--- config.mk ---
export PLATFORM = sky130hd
export DESIGN_NAME = burst_info_field_decoder
export DESIGN_NICKNAME = d
export VERILOG_FILES = /design/src/logic/burst_info_pkg.sv /design/src/logic/burst_info_field_decoder.sv
export VERILOG_INCLUDE_DIRS = /design/src /design/src/logic
export SDC_FILE = /design/constraint.sdc
export NUM_CORES = 1
export LEC_CHECK = 0
export BUFFER_PORTS_ARGS = -buffer_cell sky130_fd_sc_hd__buf_2
export CORE_MARGIN = 8
export CORE_UTILIZATION = 40
export CTS_CLUSTER_DIAMETER = 200
export DETAILED_ROUTE_END_ITERATION = 12
export GPL_ROUTABILITY_DRIVEN = 1
export PLACE_DENSITY = 0.69
export SKIP_CTS_REPAIR_TIMING = 1
export SYNTH_ARGS = -nofsm -noshare
export SYNTH_HDL_FRONTEND = slang
export SYNTH_SLANG_ARGS = --single-unit
--- constraint.sdc ---
create_clock -name core_clk -period 3.25 [get_ports core_clk]
set_input_delay 0.1625 -clock core_clk [delete_from_list [all_inputs] [get_ports core_clk]]
set_output_delay 0.1625 -clock core_clk [all_outputs]
set_load 0.005 [all_outputs]
--- src/logic/burst_info_regs.svh ---
// Offsets, field positions and timing counts of the burst-info decoder.
`ifndef BURST_INFO_REGS_SVH
`define BURST_INFO_REGS_SVH
`define BIF_SYNC_WORD_1 16'hf872
`define BIF_SYNC_WORD_2 16'h4e1f
`define BIF_GAP_FRAMES 4096
`define BIF_ERR_BIT 7
`define BIF_RSV_LO 5
`define BIF_RSV_HI 6
`define BIF_INFO_LO 8
`define BIF_INFO_HI 12
`define BIF_TYPE_HI 4
`define BIF_STREAM_LO 13
`define BIF_STREAM_HI 15
`define BIF_PC_LO_ADDR 8'h3c
`define BIF_PC_HI_ADDR 8'h3d
`define BIF_PD_LO_ADDR 8'h3e
`define BIF_PD_HI_ADDR 8'h3f
`endif
--- src/logic/burst_info_pkg.sv ---
// Types shared by the burst-info decoder.
package burst_info_pkg;
   typedef enum logic [1:0] {
      SEEK_SYNC1 = 2'b00,
      SEEK_SYNC2 = 2'b01,
      TAKE_INFO = 2'b10,
      TAKE_LENGTH = 2'b11
   } parse_state_e;
endpackage

--- src/logic/burst_info_field_decoder.sv ---
// Burst-info word decoder with burst cadence watchdog and byte readback.
`include "burst_info_regs.svh"
module burst_info_field_decoder
   import burst_info_pkg::*;
#(
   parameter int GAP_FRAMES = `BIF_GAP_FRAMES
) (
   input wire logic core_clk,
   input wire logic rst_b,
   input wire logic frame_tick,
   input wire logic in_valid,
   input wire logic [15:0] in_data,
   output logic in_ready,
   output logic out_valid,
   output logic [15:0] out_data,
   input wire logic out_ready,
   input wire logic stop_event_mask,
   input wire logic [7:0] rd_addr,
   output logic [7:0] rd_data,
   output logic [15:0] burst_info_capture,
   output logic [15:0] length_code_capture,
   output logic payload_error,
   output logic [4:0] type_info,
   output logic [4:0] data_type,
   output logic reserved_error,
   output logic stream_num_error,
   output logic nonpcm_detect,
   output logic event_interrupt_out
);
   // Two-entry buffer in the word path; the parser snoops words as they leave.
   logic [15:0] mem_q [2];
   logic [15:0] mem_d [2];
   logic wr_ptr_q, wr_ptr_d, rd_ptr_q, rd_ptr_d;
   logic [1:0] count_q, count_d;
   logic in_ready_q, in_ready_d, out_valid_q, out_valid_d;
   logic [15:0] out_data_q, out_data_d;
   logic push, pop;

   assign push = in_valid && in_ready_q;
   assign pop = out_valid_q && out_ready;

   always_comb begin
      mem_d = mem_q;
      wr_ptr_d = wr_ptr_q;
      rd_ptr_d = rd_ptr_q;
      count_d = count_q;
      if (push) begin
         mem_d[wr_ptr_q] = in_data;
         wr_ptr_d = ~wr_ptr_q;
      end
      if (pop) begin
         rd_ptr_d = ~rd_ptr_q;
      end
      if (push && !pop) begin
         count_d = count_q + 2'h1;
      end else if (pop && !push) begin
         count_d = count_q - 2'h1;
      end
      in_ready_d = (count_d != 2'h2);
      out_valid_d = (count_d != 2'h0);
      out_data_d = mem_d[rd_ptr_d];
   end

   always_ff @(posedge core_clk) begin
      if (!rst_b) begin
         mem_q[0] <= 16'h0000;
         mem_q[1] <= 16'h0000;
         wr_ptr_q <= 1'b0;
         rd_ptr_q <= 1'b0;
         count_q <= 2'h0;
         in_ready_q <= 1'b0;
         out_valid_q <= 1'b0;
         out_data_q <= 16'h0000;
      end else begin
         mem_q <= mem_d;
         wr_ptr_q <= wr_ptr_d;
         rd_ptr_q <= rd_ptr_d;
         count_q <= count_d;
         in_ready_q <= in_ready_d;
         out_valid_q <= out_valid_d;
         out_data_q <= out_data_d;
      end
   end

   assign in_ready = in_ready_q;
   assign out_valid = out_valid_q;
   assign out_data = out_data_q;

   // Preamble parser, captures, cadence watchdog and readback.
   parse_state_e state_q, state_d;
   logic [15:0] info_hold_q, info_hold_d;
   logic [15:0] pc_q, pc_d, pd_q, pd_d;
   logic err_q, err_d, rsv_q, rsv_d, strm_q, strm_d;
   logic [4:0] info_q, info_d, dtype_q, dtype_d;
   logic [12:0] gap_q, gap_d;
   logic detect_q, detect_d, irq_q, irq_d;
   logic [7:0] rd_q, rd_d;
   logic burst_done;

   assign burst_done = pop && (state_q == TAKE_LENGTH);

   always_comb begin
      state_d = state_q;
      info_hold_d = info_hold_q;
      pc_d = pc_q;
      pd_d = pd_q;
      gap_d = gap_q;
      detect_d = detect_q;
      irq_d = irq_q;
      if (pop) begin
         case (state_q)
            SEEK_SYNC1: begin
               if (out_data_q == `BIF_SYNC_WORD_1) begin
                  state_d = SEEK_SYNC2;
               end
            end
            SEEK_SYNC2: begin
               if (out_data_q == `BIF_SYNC_WORD_2) begin
                  state_d = TAKE_INFO;
               end else if (out_data_q != `BIF_SYNC_WORD_1) begin
                  state_d = SEEK_SYNC1;
               end
            end
            TAKE_INFO: begin
               info_hold_d = out_data_q;
               state_d = TAKE_LENGTH;
            end
            TAKE_LENGTH: begin
               state_d = SEEK_SYNC1;
            end
            default: begin
               state_d = SEEK_SYNC1;
            end
         endcase
      end
      if (burst_done) begin
         pc_d = info_hold_q;
         pd_d = out_data_q;
         gap_d = 13'h0000;
         detect_d = 1'b1;
         irq_d = 1'b0;
      end else if (frame_tick && detect_q) begin
         if (32'(gap_q) + 32'h1 >= 32'(GAP_FRAMES)) begin
            detect_d = 1'b0;
            gap_d = 13'h0000;
            irq_d = !stop_event_mask;
         end else begin
            gap_d = gap_q + 13'h0001;
         end
      end
      err_d = pc_d[`BIF_ERR_BIT];
      rsv_d = |pc_d[`BIF_RSV_HI:`BIF_RSV_LO];
      strm_d = |pc_d[`BIF_STREAM_HI:`BIF_STREAM_LO];
      info_d = pc_d[`BIF_INFO_HI:`BIF_INFO_LO];
      dtype_d = pc_d[`BIF_TYPE_HI:0];
      case (rd_addr)
         `BIF_PC_LO_ADDR: rd_d = pc_q[7:0];
         `BIF_PC_HI_ADDR: rd_d = pc_q[15:8];
         `BIF_PD_LO_ADDR: rd_d = pd_q[7:0];
         `BIF_PD_HI_ADDR: rd_d = pd_q[15:8];
         default: rd_d = 8'h00;
      endcase
   end

   always_ff @(posedge core_clk) begin
      if (!rst_b) begin
         state_q <= SEEK_SYNC1;
         info_hold_q <= 16'h0000;
         pc_q <= 16'h0000;
         pd_q <= 16'h0000;
         err_q <= 1'b0;
         rsv_q <= 1'b0;
         strm_q <= 1'b0;
         info_q <= 5'h00;
         dtype_q <= 5'h00;
         gap_q <= 13'h0000;
         detect_q <= 1'b0;
         irq_q <= 1'b0;
         rd_q <= 8'h00;
      end else begin
         state_q <= state_d;
         info_hold_q <= info_hold_d;
         pc_q <= pc_d;
         pd_q <= pd_d;
         err_q <= err_d;
         rsv_q <= rsv_d;
         strm_q <= strm_d;
         info_q <= info_d;
         dtype_q <= dtype_d;
         gap_q <= gap_d;
         detect_q <= detect_d;
         irq_q <= irq_d;
         rd_q <= rd_d;
      end
   end

   assign burst_info_capture = pc_q;
   assign length_code_capture = pd_q;
   assign payload_error = err_q;
   assign reserved_error = rsv_q;
   assign stream_num_error = strm_q;
   assign type_info = info_q;
   assign data_type = dtype_q;
   assign nonpcm_detect = detect_q;
   assign event_interrupt_out = irq_q;
   assign rd_data = rd_q;
endmodule

==> results_dict.tcl <==
set metrics [dict create \
    status "complete, no violations" \
    yosysSeqAreaShare_pct 52.8 \
    hold_class "in -> reg" \
    netlist_area_um2 4890 \
    syn-instance-count 555 \
    numCtsBuffers 17 \
    synth.area.top_cells "dfxtp_1, nand2_1, mux2i_1" \
    tns_ns 0 \
    final_area_um2 5940 \
    fin_nets 668 \
    synth_compound_area_share_pct 11.3 \
    worstPathCellList "and2_1 > nand3_2 > nand2_2 > o21bai_1 > nor2_1" \
    power.leakage_nw 2.60 \
    die_w_um 127 \
    placed_cells 765 \
    clock.fmax_ghz 0.451 \
    worstPathArrival_ns 2.49 \
    clock_power_share_pct 46.0 \
    grt_pass1_vias 4134 \
    finalWirelength_mm 12.6 \
    synth_top_area_share_pct 52.8 \
    slew_violations 0 \
    wl_per_cell_um 15.9 \
    p_sw_share_pct 23.7 \
    ios 103 \
    synth_ff_type "dfxtp_1" \
    netlist_top_cells_count "dfxtp_1, nand2_1, nor2_1" \
    initial_core_util_pct 40.9 \
    hpwl_mm 9.00 \
    fp.dieArea_um2 16000 \
    synth_fa_ha_area_share_pct 0.256 \
    fp-row-count 40 \
    synth_enable_flop_cells 0 \
    period_share_pct 68.3 \
    avgSynthCellArea_um2 8.81 \
    clk_pin_slew_worst_paths_ns 0.05 \
    worstMarginPinSlew_ns 0.825 \
    postRouteAntennaNets 0 \
    crit_slowest_cell "nand3_2" \
    viasPerCell 5.19 \
    synth_xor_area_share_pct 1.61 \
    critPathBufInv 0 \
    yosys_warnings 0 \
    io_buffer_count 102 \
    slowest_delay_ns 0.59 \
    p_per_area_nw_per_um2 639 \
    critPathTopFamily "simple AND/OR/NAND/NOR gates" \
    rsz0062_at_grt "false" \
    synth_cell_types 40 \
    fin_crit_ns 2.22 \
    grt_util_all_layers_pct 15.7 \
    numClockSinks 129 \
    drc 0 \
    multi_input_area_um2 2060 \
    hold_violations 0 \
    seq_area_um2 2580 \
    n_fill_cell 1130 \
    clk_latency_ns 0.41 \
    worst-path-max-fanout 34 \
    h-tree-depth 4 \
    drt_iter0_drc 258 \
    grt_first_pass_wirelength_mm 20.3 \
    cts_tree "built" \
    final_cells 794 \
    synth-simple-area-share_pct 20.3 \
    power_switching_mw 0.898 \
    synth_nets 586 \
    layout-drive-gt1-share_pct 21.9 \
    yosysTopAreaCell "dfxtp_1" \
    antenna_found_initial 0 \
    first_pass_iters 5 \
    internal_power_mw 2.90 \
    critical_path_class "reg -> reg" \
    crit_required_ns 3.52 \
    synth_top_family_by_area "simple AND/OR/NAND/NOR gates" \
    die_h_um 127 \
    synthMuxAreaShare_pct 8.60 \
    place_area_um2 5390 \
    grt_max_degree 52 \
    final-setup-viol-count 0 \
    areaGrowthSynthToFinish_pct 21.5 \
    grt_remaining_overflow 0 \
    yosysMostFrequentCell "dfxtp_1" \
    ys_ff_latch 129 \
    vdd_ir_drop_max_mv 0.463 \
    combPwrFrac_pct 8.6 \
    vias 4117 \
    synth_async_sr_flop_share_pct 0 \
    seqPwrFrac_pct 45.4 \
    relSlewSlack_pct 44.9 \
    diodes 0 \
    max_cap_violations 0 \
    worst_setup_path_end_kind "flip-flop" \
    core_region_area_um2 12000 \
    cp-start-kind "flip-flop" \
    clockBufferDepth 2 \
    fin_skew_ns 0.00992 \
    place.gp.congestion 0.781 \
    clock-root-buffer "clkbuf_16" \
]
[state kept, by name, summed over array words and instances (netlist names), named ones only]
| register | count |
|---|---|
| mem_q | 32 |
| event_interrupt_out | 1 |
| length_code_capture | 16 |
| burst_info_capture | 16 |
| in_ready | 1 |
| out_valid | 1 |
| wr_ptr_q | 1 |
| out_data | 16 |
| count_q | 2 |
| state_q | 1 |
| nonpcm_detect | 1 |
| rd_ptr_q | 1 |
| stream_num_error | 1 |
| info_hold_q | 16 |
| gap_q | 13 |
| rd_data | 8 |
| reserved_error | 1 |
[final cells by class]
type,count,share of cell area [%]
flip-flops and latches,129,43.5
clock inverters,6,0.969
inverters,5,0.316
clock buffers,23,8.22
multi-input cells,377,34.7
repair buffers,107,9.23
well taps,147,3.10
[tightest hold or removal path, stage by stage]
cell	delay, ns
buf_2	0.07
or3_1	0.09
a21oi_1	0.05
[metal layers]
layer | up-vias | track usage, % | share of wire (%)
li1 | 2037 | - | -
met1 | 1958 | 18.4 | 44
met3 | 4 | 5.11 | 6.7
met4 | 0 | 5.59 | 0.55
met2 | 118 | 26.4 | 48
met5 | - | 0 | 0
[cells in the final DEF (no fill, tap or decap), drive strengths merged, types with 5 or more instances in the layout]
master / instances
dfxtp: 129
nand2: 122
buf: 107
nor2: 64
a21oi: 58
mux2i: 42
clkbuf: 23
o22ai: 16
a221oi: 9
nand3: 8
nand4: 7
xnor2: 6
nor3: 6
o21ai: 6
inv: 5
[worst paths after layout]
check	startpoint	endpoint	slack [ns]	cells past startpoint
min reg2reg	info_hold_q[14]	info_hold_q[14]	0.45	2
max	out_valid	gap_q[4]	1.03	5
max reg2reg	out_valid	gap_q[4]	1.03	5
min	stop_event_mask	event_interrupt_out	0.02	3
[power groups by stage]
stage / logic, mW / clock network [mW] / registers, mW
floorplan: 0.218 / 0 / 1.74
global placement: 0.314 / 0 / 1.75
detailed placement: 0.322 / 0 / 1.76
CTS: 0.327 / 1.76 / 1.72
global route: 0.359 / 1.84 / 1.73
finish: 0.325 / 1.74 / 1.72
[per-stage QoR]
stage	power [mW]	setup slack (ns)	hold slack, ns	utilization [%]
after global routing	3.94	0.782	0.0245	49.6
after detailed placement	2.08	1.04	0.428	45.1
after floorplan	1.96	1.41	0.301	-
after CTS	3.81	1.04	0.00249	49.6
after global placement	2.07	1.16	0.428	45.1
final	3.79	1.03	0.0180	49.6
[kinds of logic (layout without fill, tap and decap cells)]
group	count (synthesis)	in the layout
simple gates	228	228
compound gates	97	97
xor+xnor	9	9
buf+inv	49	141
fa+ha+maj	1	1
flops	129	129
mux	42	42
Note: power is estimated with default switching activity, not from simulation.
